[src/rtl/gpio_seq_pkg.sv]
// Constants, field layouts and a helper function shared by the GPIO and scan register block.
// Overview of operation
// - Drive-type bit zero makes output open-drain, one makes it push-pull.
// - Output level bit sets the driven level, zero low and one high.
// - Input level register returns the present level of each channel pin.
// - Scan mode 00 manual, 01 automatic, 10 on-the-fly, 11 reserved.
// - Scan go bit starts or stops scanning, only in automatic mode.
// - Automatic scan converts enabled channels in ascending order, skipping disabled ones.
// - In manual mode the channel identifier picks the next sampled input.
// - Identifiers 0 to 7 pick inputs 0 to 7; top bit set is reserved.
// - Scan enable mask bit one includes its input, zero excludes it.
// - Reserved bits of scan config and channel select read back zero.
// - Every register of the group except input level holds zero after reset; input level follows the pins from the next cycle.
// - Pin-function bit one makes the channel general-purpose, zero keeps it analog.
// - Direction bit one makes a general-purpose channel an output, zero an input.
package gpio_seq_pkg;

    // ************************************************************
    // Register offsets
    // ************************************************************
    localparam logic [7:0] OFS_OUTPUT_DRIVE_TYPE  = 8'h09;
    localparam logic [7:0] OFS_OUTPUT_LEVEL       = 8'h0b;
    localparam logic [7:0] OFS_INPUT_LEVEL        = 8'h0d;
    localparam logic [7:0] OFS_SCAN_CONFIG        = 8'h10;
    localparam logic [7:0] OFS_MANUAL_CHANNEL_SEL = 8'h11;
    localparam logic [7:0] OFS_SCAN_ENABLE_MASK   = 8'h12;
    localparam logic [7:0] OFS_ALERT_CHANNEL_MASK = 8'h14;

    // ************************************************************
    // Field positions and reset values
    // ************************************************************
    localparam int         POS_SCAN_GO      = 4;
    localparam int         POS_SCAN_MODE_HI = 1;
    localparam int         POS_SCAN_MODE_LO = 0;
    localparam int         POS_CHID_HI      = 3;
    localparam logic [7:0] RST_REG8         = 8'h00;
    localparam logic [3:0] RST_CHID         = 4'h0;
    localparam logic [1:0] RST_MODE         = 2'h0;

    // ************************************************************
    // Scan modes
    // ************************************************************
    localparam logic [1:0] MODE_MANUAL = 2'h0;
    localparam logic [1:0] MODE_AUTO   = 2'h1;
    localparam logic [1:0] MODE_OTF    = 2'h2;

    // Finds the next enabled channel above cur, wrapping; returns cur if none is enabled.
    function automatic logic [2:0] next_chan(input logic [7:0] mask, input logic [2:0] cur);
        logic [2:0] res;
        logic [2:0] idx;
        logic       found;
        res   = cur;
        found = 1'b0;
        for (int i = 1; i <= 8; i++) begin
            idx = 3'(cur + 3'(i));
            if (!found && mask[idx]) begin
                res   = idx;
                found = 1'b1;
            end
        end
        return res;
    endfunction : next_chan

endpackage : gpio_seq_pkg

[src/rtl/scan_if.sv]
// Interface carrying scan settings and scan state between the register bank and the sequencer.
`timescale 1ns/1ns
interface scan_if;
    logic [1:0] mode;
    logic       go;
    logic [7:0] mask;
    logic [3:0] manual_id;
    logic [3:0] otf_id;
    logic       conv_done;
    logic [2:0] chan;
    logic       chan_valid;
    logic       running;

    modport regs (output mode, go, mask, manual_id, otf_id, conv_done,
                  input  chan, chan_valid, running);
    modport seq  (input  mode, go, mask, manual_id, otf_id, conv_done,
                  output chan, chan_valid, running);
endinterface : scan_if

[src/rtl/gpio_scan_regs.sv]
// Register bank for general-purpose outputs, input readback and channel scan control.
`timescale 1ns/1ns
module gpio_scan_regs
    import gpio_seq_pkg::*;
(
    // Clock and reset
    input  wire logic       core_clk_i,
    input  wire logic       reset_i,
    // Register access port
    input  wire logic       reg_wr_i,
    input  wire logic       reg_rd_i,
    input  wire logic [7:0] reg_addr_i,
    input  wire logic [7:0] reg_wdata_i,
    output logic      [7:0] reg_rdata_o,
    output logic            reg_rvalid_o,
    // Pin configuration held elsewhere
    input  wire logic [7:0] pin_is_gpio_i,
    input  wire logic [7:0] gpio_is_output_i,
    // Channel pins
    input  wire logic [7:0] pin_in_i,
    output logic      [7:0] pin_out_o,
    output logic      [7:0] pin_oe_n_o,
    // Conversion engine side
    input  wire logic       conv_done_i,
    input  wire logic [3:0] otf_chid_i,
    output logic      [2:0] conv_channel_o,
    output logic            conv_channel_valid_o,
    output logic            scan_running_o,
    output logic      [7:0] alert_channel_mask_o
);

    // ************************************************************
    // Configuration registers
    // ************************************************************
    logic [7:0] drive_type_q, drive_type_d;
    logic [7:0] out_level_q,  out_level_d;
    logic [7:0] in_level_q,   in_level_d;
    logic       scan_go_q,    scan_go_d;
    logic [1:0] scan_mode_q,  scan_mode_d;
    logic [3:0] chid_q,       chid_d;
    logic [7:0] scan_mask_q,  scan_mask_d;
    logic [7:0] alert_mask_q, alert_mask_d;

    always_comb begin
        drive_type_d = drive_type_q;
        out_level_d  = out_level_q;
        scan_go_d    = scan_go_q;
        scan_mode_d  = scan_mode_q;
        chid_d       = chid_q;
        scan_mask_d  = scan_mask_q;
        alert_mask_d = alert_mask_q;
        in_level_d   = pin_in_i;
        if (reg_wr_i) begin
            if (reg_addr_i == OFS_OUTPUT_DRIVE_TYPE) begin
                drive_type_d = reg_wdata_i;
            end else if (reg_addr_i == OFS_OUTPUT_LEVEL) begin
                out_level_d = reg_wdata_i;
            end else if (reg_addr_i == OFS_SCAN_CONFIG) begin
                scan_go_d   = reg_wdata_i[POS_SCAN_GO];
                scan_mode_d = reg_wdata_i[POS_SCAN_MODE_HI:POS_SCAN_MODE_LO];
            end else if (reg_addr_i == OFS_MANUAL_CHANNEL_SEL) begin
                chid_d = reg_wdata_i[POS_CHID_HI:0];
            end else if (reg_addr_i == OFS_SCAN_ENABLE_MASK) begin
                scan_mask_d = reg_wdata_i;
            end else if (reg_addr_i == OFS_ALERT_CHANNEL_MASK) begin
                alert_mask_d = reg_wdata_i;
            end
        end
    end

    always_ff @(posedge core_clk_i) begin
        if (reset_i) begin
            drive_type_q <= RST_REG8;
            out_level_q  <= RST_REG8;
            in_level_q   <= RST_REG8;
            scan_go_q    <= 1'b0;
            scan_mode_q  <= RST_MODE;
            chid_q       <= RST_CHID;
            scan_mask_q  <= RST_REG8;
            alert_mask_q <= RST_REG8;
        end else begin
            drive_type_q <= drive_type_d;
            out_level_q  <= out_level_d;
            in_level_q   <= in_level_d;
            scan_go_q    <= scan_go_d;
            scan_mode_q  <= scan_mode_d;
            chid_q       <= chid_d;
            scan_mask_q  <= scan_mask_d;
            alert_mask_q <= alert_mask_d;
        end
    end

    // ************************************************************
    // Read path
    // ************************************************************
    logic [7:0] rdata_q, rdata_d;
    logic       rvalid_q, rvalid_d;

    always_comb begin
        rdata_d  = 8'h00;
        rvalid_d = reg_rd_i;
        if (reg_rd_i) begin
            if (reg_addr_i == OFS_OUTPUT_DRIVE_TYPE) begin
                rdata_d = drive_type_q;
            end else if (reg_addr_i == OFS_OUTPUT_LEVEL) begin
                rdata_d = out_level_q;
            end else if (reg_addr_i == OFS_INPUT_LEVEL) begin
                rdata_d = in_level_q;
            end else if (reg_addr_i == OFS_SCAN_CONFIG) begin
                rdata_d = {3'h0, scan_go_q, 2'h0, scan_mode_q};
            end else if (reg_addr_i == OFS_MANUAL_CHANNEL_SEL) begin
                rdata_d = {4'h0, chid_q};
            end else if (reg_addr_i == OFS_SCAN_ENABLE_MASK) begin
                rdata_d = scan_mask_q;
            end else if (reg_addr_i == OFS_ALERT_CHANNEL_MASK) begin
                rdata_d = alert_mask_q;
            end
        end
    end

    always_ff @(posedge core_clk_i) begin
        if (reset_i) begin
            rdata_q  <= 8'h00;
            rvalid_q <= 1'b0;
        end else begin
            rdata_q  <= rdata_d;
            rvalid_q <= rvalid_d;
        end
    end

    // ************************************************************
    // Pin drivers
    // ************************************************************
    // Open-drain outputs only ever pull low; the high level comes from the board pull-up.
    logic [7:0] pin_out_q, pin_out_d;
    logic [7:0] pin_oe_n_q, pin_oe_n_d;
    logic [7:0] drive_en;

    always_comb begin
        drive_en   = pin_is_gpio_i & gpio_is_output_i;
        pin_out_d  = 8'h00;
        pin_oe_n_d = 8'hff;
        for (int i = 0; i < 8; i++) begin
            if (drive_en[i]) begin
                pin_out_d[i] = out_level_q[i];
                if (drive_type_q[i]) begin
                    pin_oe_n_d[i] = 1'b0;
                end else begin
                    pin_oe_n_d[i] = out_level_q[i];
                end
            end
        end
    end

    always_ff @(posedge core_clk_i) begin
        if (reset_i) begin
            pin_out_q  <= 8'h00;
            pin_oe_n_q <= 8'hff;
        end else begin
            pin_out_q  <= pin_out_d;
            pin_oe_n_q <= pin_oe_n_d;
        end
    end

    // ************************************************************
    // Scan sequencer
    // ************************************************************
    scan_if scan_bus ();

    assign scan_bus.mode      = scan_mode_q;
    assign scan_bus.go        = scan_go_q;
    assign scan_bus.mask      = scan_mask_q;
    assign scan_bus.manual_id = chid_q;
    assign scan_bus.otf_id    = otf_chid_i;
    assign scan_bus.conv_done = conv_done_i;

    scan_sequencer u_seq (
        .core_clk_i (core_clk_i),
        .reset_i    (reset_i),
        .bus        (scan_bus.seq)
    );

    // ************************************************************
    // Outputs
    // ************************************************************
    assign reg_rdata_o          = rdata_q;
    assign reg_rvalid_o         = rvalid_q;
    assign pin_out_o            = pin_out_q;
    assign pin_oe_n_o           = pin_oe_n_q;
    assign conv_channel_o       = scan_bus.chan;
    assign conv_channel_valid_o = scan_bus.chan_valid;
    assign scan_running_o       = scan_bus.running;
    assign alert_channel_mask_o = alert_mask_q;
endmodule : gpio_scan_regs

[src/rtl/scan_sequencer.sv]
// Channel sequencer for manual, automatic and on-the-fly scanning.
`timescale 1ns/1ns
module scan_sequencer
    import gpio_seq_pkg::*;
(
    // Clock and reset
    input wire logic core_clk_i,
    input wire logic reset_i,
    // Scan settings and state
    scan_if.seq      bus
);

    typedef enum logic {SEQ_IDLE, SEQ_RUN} seq_state_t;

    seq_state_t state_q, state_d;
    logic [2:0] chan_q, chan_d;
    logic       valid_q, valid_d;
    logic       auto_on;

    // ************************************************************
    // Next-state logic
    // ************************************************************
    always_comb begin
        auto_on = (bus.mode == MODE_AUTO) && bus.go;
        state_d = state_q;
        chan_d  = chan_q;
        valid_d = 1'b0;
        case (bus.mode)
            MODE_MANUAL: begin
                state_d = SEQ_IDLE;
                chan_d  = bus.manual_id[2:0];
                valid_d = !bus.manual_id[POS_CHID_HI];
            end
            MODE_OTF: begin
                state_d = SEQ_IDLE;
                chan_d  = bus.otf_id[2:0];
                valid_d = !bus.otf_id[POS_CHID_HI];
            end
            MODE_AUTO: begin
                case (state_q)
                    SEQ_IDLE: begin
                        if (auto_on) begin
                            state_d = SEQ_RUN;
                            chan_d  = next_chan(bus.mask, 3'h7);
                        end
                    end
                    default: begin
                        if (!auto_on) begin
                            state_d = SEQ_IDLE;
                        end else if (bus.conv_done) begin
                            chan_d = next_chan(bus.mask, chan_q);
                        end
                    end
                endcase
                valid_d = auto_on && bus.mask[chan_d];
            end
            default: begin
                state_d = SEQ_IDLE;
            end
        endcase
    end

    always_ff @(posedge core_clk_i) begin
        if (reset_i) begin
            state_q <= SEQ_IDLE;
            chan_q  <= 3'h0;
            valid_q <= 1'b0;
        end else begin
            state_q <= state_d;
            chan_q  <= chan_d;
            valid_q <= valid_d;
        end
    end

    assign bus.chan       = chan_q;
    assign bus.chan_valid = valid_q;
    assign bus.running    = (state_q == SEQ_RUN);
endmodule : scan_sequencer

[config.mk]
export PLATFORM = sky130hd
export DESIGN_NAME = gpio_scan_regs
export DESIGN_NICKNAME = d
export VERILOG_FILES = /design/src/rtl/gpio_seq_pkg.sv /design/src/rtl/scan_if.sv /design/src/rtl/gpio_scan_regs.sv /design/src/rtl/scan_sequencer.sv
export SDC_FILE = /design/constraint.sdc
export NUM_CORES = 1
export LEC_CHECK = 0
export ABC_AREA = 1
export BUFFER_PORTS_ARGS = -buffer_cell sky130_fd_sc_hd__buf_4
export CORE_MARGIN = 2
export CORE_UTILIZATION = 59
export CTS_BUF_LIST = sky130_fd_sc_hd__clkbuf_4 sky130_fd_sc_hd__clkbuf_8 sky130_fd_sc_hd__clkbuf_16
export DETAILED_ROUTE_END_ITERATION = 8
export GPL_TIMING_DRIVEN = 0
export PLACE_DENSITY_LB_ADDON = 0.3
export SKIP_LAST_GASP = 1
export SYNTH_ARGS = -nofsm -noshare
export SYNTH_HDL_FRONTEND = slang
export SYNTH_SLANG_ARGS = --single-unit
[constraint.sdc]
create_clock -name core_clk_i -period 5.9 [get_ports core_clk_i]
set_clock_uncertainty 0.05 [all_clocks]
set_input_delay 0.295 -clock core_clk_i [delete_from_list [all_inputs] [get_ports core_clk_i]]
set_output_delay 0.295 -clock core_clk_i [all_outputs]
set_load 0.02 [all_outputs]
; ---- Word-level counts from Yosys, hierarchy flattened
; Index checks and enable logic that the tools add are counted.
[word_totals]
input_bits = 49
elab_cells = 240
reg_bits = 77
[classes]
n_bitwise = 16
n_eq_ne = 9
addsub = 7
mux = 120
reduce_logical = 50
magnitude_cmp = 9
[op_table]
columns = op, count
row1 = $mux W1, 81
row2 = $mux W3, 21
row3 = $mux W8, 7
row4 = $lt A3 B4 Y1 const B, 9
row5 = $eq A8 B5 Y1 const B, 4
row6 = $bmux W1 S3, 9
row7 = $eq A8 B4 Y1 const B, 3
row8 = $reduce_or A2 Y1, 10
row9 = $logic_and A1 B1 Y1, 16
row10 = $logic_not A1 Y1, 16
row11 = $not A1 Y1, 15
row12 = $add A3 B3 Y3 const B, 4
row13 = $pmux W3 S3, 1
row14 = $and A8 B8 Y8, 1
row15 = $reduce_and A7 Y1, 1
row16 = $add A3 B2 Y3 const B, 2
row17 = $reduce_and A6 Y1, 1
row18 = $reduce_and A5 Y1, 1
row19 = $reduce_and A4 Y1, 1
row20 = $add A3 B1 Y3 const B, 1
row21 = $pmux W1 S3, 1
row22 = $reduce_and A3 Y1, 1
row23 = $reduce_bool A3 Y1, 1
row24 = $eq A2 B1 Y1 const B, 1
row25 = other kinds (3), 3

; ---- Longest topological paths before layout
[depth]
depth_word = 61
mapped_depth = 24
mapped_depth_nobuf = 22

; ---- Modules after synthesis
; A second synthesis with hierarchy kept.
[unflattened]
cells_unflattened = 623
hier_area_um2 = 4411.7
[by_module_without_submodules]
columns = module, instances, seq_area_each_um2, area_per_inst_um2, cells_per_inst
row1 = gpio_scan_regs, 1, 1441.4, 3037.9, 391
row2 = scan_sequencer, 1, 100.1, 1373.8, 232

; ---- Worst setup path before layout
; OpenSTA, ideal clock, no wires.
[synth_path]
path_type = register to register
start = register u_seq.chan_q[0], in the netlist u_seq.bus.chan[0]
end = register u_seq.valid_q, in the netlist u_seq.bus.chan_valid
path_stages_with_launch = 23
setup_time_ps = 114
path_buffers = 2
path_slack_ps = 3023
t_arrival_ps = 2713
period_less_slack_ps = 2877
path_cell_list = dfxtp_1 -> buf_6 -> inv_4 -> buf_12 -> ha_1 -> inv_1 -> nand3_2 -> nand3_2 -> nand2_4 -> nor2_4 -> nand4_2 -> nor2_2 -> nand2_2 -> nand2_2 -> nand2_1 -> nand2_2 -> nand3_4 -> nand2_4 -> nand2_1 -> nand3_1 -> nand3_2 -> nand3_2 -> a21oi_2
[synth_between]
elab_chain_cells = 61
word_cells_on_any_way = 89
[synth_rtl]
columns = item, line_no
row1 = start: declaration, scan_sequencer.sv:16  ; logic [2:0] chan_q, chan_d;
row2 = start signal: assignment, scan_sequencer.sv:70  ; chan_q <= chan_d;
row3 = $add A3 B1 Y3, gpio_seq_pkg.sv:55  ; idx = 3'(cur + 3'(i));
row4 = $bmux W1 S3, gpio_seq_pkg.sv:56  ; if (!found && mask[idx]) begin
row5 = $mux W1 (not written as such), gpio_seq_pkg.sv:56
row6 = $mux W1, gpio_seq_pkg.sv:56
row7 = $mux W1, scan_sequencer.sv:50  ; end else if (bus.conv_done) begin
row8 = $mux W1, scan_sequencer.sv:48  ; if (!auto_on) begin
row9 = $mux W1, scan_sequencer.sv:40  ; case (state_q)
row10 = $mux W1, scan_sequencer.sv:28  ; case (bus.mode)
row11 = (+45 left out), n/a
row12 = $mux W3, scan_sequencer.sv:50
row13 = $mux W3, scan_sequencer.sv:48
row14 = $mux W3 (*), scan_sequencer.sv:40
row15 = $mux W3 (*), scan_sequencer.sv:28
row16 = $bmux W1 S3 (*), scan_sequencer.sv:55  ; valid_d = auto_on && bus.mask[chan_d];
row17 = $mux W1 (not written as such) (*), scan_sequencer.sv:55
row18 = $logic_and A1 B1 Y1 (*), scan_sequencer.sv:55
row19 = $pmux W1 S3 (*), scan_sequencer.sv:28
row20 = end signal: assignment, scan_sequencer.sv:71  ; valid_q <= valid_d;
row21 = end: declaration, scan_sequencer.sv:17  ; logic valid_q, valid_d;
; Mark *: on every way between the ends. The rest lies on a longest branch, timed or not. The select of a mux whose other input is x is not followed.
; A chain may end at the register's enable or synchronous reset.

; ---- Final worst setup path
[layout_path]
start = register u_seq.chan_q[0], in the netlist u_seq.bus.chan[0]
end = register u_seq.chan_q[2], in the netlist u_seq.bus.chan[2]
[layout_between]
elab_chain_cells = 58
word_cells_on_any_way = 85
[layout_rtl]
columns = item, line_no
row1 = $add A3 B1 Y3, gpio_seq_pkg.sv:55
row2 = $bmux W1 S3, gpio_seq_pkg.sv:56
row3 = $mux W1 (not written as such), gpio_seq_pkg.sv:56
row4 = $mux W1, gpio_seq_pkg.sv:56
row5 = $mux W1, scan_sequencer.sv:50
row6 = $mux W1, scan_sequencer.sv:48
row7 = $mux W1, scan_sequencer.sv:40
row8 = $mux W1, scan_sequencer.sv:28
row9 = (+42 left out), n/a
row10 = $logic_not A1 Y1, gpio_seq_pkg.sv:56
row11 = $logic_and A1 B1 Y1, gpio_seq_pkg.sv:56
row12 = $mux W3 (*), gpio_seq_pkg.sv:56
row13 = $mux W3 (*), scan_sequencer.sv:50
row14 = $mux W3 (*), scan_sequencer.sv:48
row15 = $mux W3 (*), scan_sequencer.sv:40
row16 = $mux W3 (*), scan_sequencer.sv:28
row17 = $pmux W3 S3 (*), scan_sequencer.sv:28
; Marks and branches as above.

==> flow_summary_export.csv <==
group,metric,value,unit
outcome,run_status,"completed",
critical_path,crit_arrival,3400,ps
final_layout,area_delta_synth_final,23.2,%
critical_path,crit_family,"simple AND/OR/NAND/NOR gates",
power_and_ir_drop,switching_power,0.263,mW
final_layout,most-common-layout-cells,"nand2_1 (91), buf_4 (87), inv_1 (81)",
critical_path,cp_slowest_cell,"dfxtp_1",
drt,top_layer_used,"met4",
power_and_ir_drop,p_int,0.764,mW
clock_tree,cts-root-buf,"clkbuf_8",
critical_path,crit_chain,"buf_6, inv_4, buf_12, ha_1, inv_1, nand3_2, nand3_2, nand2_4, nor2_4, nand4_1, o21ai_1, nor2_1, o21ai_1, nand2_1, nand2_1, nand2_1, nand2_1, nand2_1, inv_1, nand2_1, nand2_1, o211ai_1, o21ai_1",
final_layout,drive_above_1_share,0.240,
timing,fmaxAchievable,0.317,GHz
clock_tree,post_cts_resized,0,
synthesis,synth_top_cell_area_share,0.377,
timing,setup_viol,0,
synthesis,synth_xor_area_frac,0.0107,
synthesis,synth_cell_types,41,
drt,drc,0,
hold_path,hold_path_class,"in2reg",
floorplanning,die_w,87.2,µm
synthesis,synthCells,561,
clock_tree,hold_buffers,0,
synthesis,ys_top_cells_by_area,"dfxtp_1 (38%), nand2_1 (8.4%), inv_1 (7.4%)",
timing,relSlewSlack,0.245,
drt,wire_per_inst,15.7,µm
drt,wl_met1,4.58,mm
global_routing,grt_antenna_before_repair,0,
power_and_ir_drop,power.clock.fraction,0.408,
final_layout,seq_area,0.00154,mm²
power_and_ir_drop,p_leak,2.23,nW
timing,drv_slew,0,
power_and_ir_drop,switching_share,0.256,
timing,finalCritPeriodShare,0.535,
global_routing,grt_pass1_vias,4197,
final_layout,final_nets,713,
power_and_ir_drop,power_frac_comb,0.078,
floorplanning,die_area,0.00761,mm²
final_layout,n_antenna_cell,0,
drt,antenna_left,0,
clock_tree,clk_path_buf_depth,2,
synthesis,yosys.area.top_type,"dfxtp_1",
final_layout,nFillCells,527,
drt,dr_wl_met2,5.84,mm
global_routing,grt_usage,0.320,
critical_path,cp-end-kind,"register",
power_and_ir_drop,max-vdd-ir-drop,0.000220,V
synthesis,avgSynthCellArea,7.28,µm²
synthesis,synth_simple_gate_area_frac,0.288,
synthesis,syn_area,0.00409,mm²
global_routing,grt_max_degree,16,
power_and_ir_drop,p_per_area,204,mW/mm²
drt,drt_iter0_drc,285,
critical_path,cp.required,6150,ps
drt,drt_first_pass_iters,6,
clock_tree,postCtsSetupBuffers,0,
critical_path,worstSetupStartpointType,"register",
clock_tree,cts.sinks,77,
synthesis,synth_top_family_by_area,"simple AND/OR/NAND/NOR gates",
clock_tree,cts_buffers,9,
synthesis,synthMuxAreaShare,0,
floorplanning,pin_count,87,
final_layout,final_util,0.745,
global_routing,gr-total-overflow,0,
clock_tree,clk_pin_slew_worst_paths,90,ps
critical_path,slowest_delay,380,ps
placement,place_hpwl,8.89,mm
placement,numPortBuffers,86,
synthesis,yosys_warnings,0,
drt,wl_met3,798,µm
final_layout,final_common_cell,"nand2_1",
floorplanning,design.core.area,0.00676,mm²
run,drv_cap,0,
timing,tightest_slew,1120,ps
clock_tree,clk_latency,360,ps
timing,final.setup.tns,0,ps
clock_tree,cts_tree,"yes",
critical_path,critical_path_class,"reg2reg",
synthesis,synth_fp_nets,616,
global_routing,grt_first_pass_wirelength,19.0,mm
synthesis,ys_seq_area_frac,0.377,
timing,hold_viol,0,
synthesis,ys_ff_latch,77,
placement,place_congestion,0.927,
critical_path,crit_fanout,10,
drt,vias,4239,
timing,finalCriticalPeriod,3160,ps
clock_tree,h-tree-depth,3,
drt,drt_wl_total,11.7,mm
timing,rsz0062_at_grt,"false",
synthesis,synth_fa_ha_area_frac,0.0184,
floorplanning,rows,30,
critical_path,crit_buf_inv,5,
final_layout,multi_input_area,0.00212,mm²
critical_path,critPathMostFrequentCell,"nand2_1",
synthesis,synth-compound-area-share,0.201,
floorplanning,initial_utilization,0.605,
power_and_ir_drop,seqPwrFrac,0.514,
drt,vias_per_cell,5.71,
floorplanning,die_h,87.2,µm
state kept, by name (all words and copies together), names as in the netlist:
name,cells
pin_out_o,8
reg_rdata_o,8
u_seq.bus.chan,3
pin_oe_n_o,8
reg_rvalid_o,1
alert_channel_mask_o,8
scan_bus.go,1
chid_q,4
scan_bus.mode,2
u_seq.bus.running,1
scan_bus.mask,8
drive_type_q,8
in_level_q,8
out_level_q,8
u_seq.bus.chan_valid,1
Yosys cell counts, drive strengths merged:
cell type	count
nand2	108
inv	87
dfxtp	77
o21ai	62
a21oi	57
nand3	56
nor2	46
clkbuf	10
o21bai	8
a31oi	7
buf	6
ha	6
nor3	6
nand4	5
nor4	5
o22ai	4
a221oi	2
o211ai	2
o221ai	2
xnor2	2
a211oi	1
a41oi	1
o32ai	1
cell type report:
class | instances | area share
clock inverter | 7 | 0.0159
multi-input combinational | 381 | 0.421
clock buffer | 9 | 0.0246
timing repair buffer | 86 | 0.128
tap | 80 | 0.0199
sequential | 77 | 0.306
buffer | 16 | 0.0191
inverter | 87 | 0.0653
path summary, 6_finish.rpt:
kind | cells after the start | startpoint | to | slack (ps)
worst min-delay path | 3 | pin_in_i[1] | in_level_q[1]$_SDFF_PP0_ | 80
worst min register to register | 1 | drive_type_q[4]$_SDFFE_PP0P_ | pin_oe_n_o[4]$_SDFF_PP1_ | 410
worst max-delay path | 23 | u_seq.bus.chan[0]$_SDFFE_PP0P_ | u_seq.bus.chan[2]$_SDFFE_PP0P_ | 2740
worst max register to register | 23 | u_seq.bus.chan[0]$_SDFFE_PP0P_ | u_seq.bus.chan[2]$_SDFFE_PP0P_ | 2740
logic make-up after synthesis:
group / count (synthesis)
and+or+nand+nor: 226
AOI/OAI and AO/OA: 147
buffers and inverters: 103
DFF: 77
adders and majority gates: 6
xor gates and xnor gates: 2
worst reg2reg max path, stage by stage, from the launching register on:
cell      delay [ps]
dfxtp_1          380
buf_6            170
inv_4             60
buf_12           150
ha_1             360
inv_1            240
nand3_2          140
nand3_2          130
nand2_4           90
nor2_4           120
nand4_1          170
o21ai_1          210
nor2_1            50
o21ai_1           70
nand2_1           60
nand2_1           50
nand2_1           90
nand2_1           70
nand2_1           80
inv_1            100
nand2_1           50
nand2_1           50
o211ai_1          80
o21ai_1           80
per-stage QoR:
step | hold slack [ps] | worst slack (ps) | std cells | cell area (µm²) | power [mW]
2_1_floorplan | 352 | 3020 | 561 | 4090 | 0.575
3_3_place_gp | 376 | 2820 | 727 | 4830 | 0.616
3_5_place_dp | 390 | 2810 | 727 | 4830 | 0.619
4_1_cts | 89.2 | 2770 | 743 | 5040 | 1.02
5_1_grt | 97.7 | 2490 | 743 | 5040 | 1.05
6_report | 81.9 | 2740 | 743 | 5040 | 1.03
per-layer routing:
metal | global-route usage | vias to the layer above
li1 | - | 2051
met2 | 0.569 | 196
met1 | 0.362 | 1948
met4 | 0.158 | 0
met5 | 0 | -
met3 | 0.0654 | 44
power by group through the flow:
stage / Clock (mW) / Sequential [mW] / Combinational, mW
CTS: 0.414 / 0.528 / 0.0792
detailed placement: 0 / 0.540 / 0.0781
global placement: 0 / 0.540 / 0.0758
finish: 0.419 / 0.528 / 0.0801
floorplan: 0 / 0.544 / 0.0314
global route: 0.435 / 0.529 / 0.0868
Power figures use the tool's default switching activity.
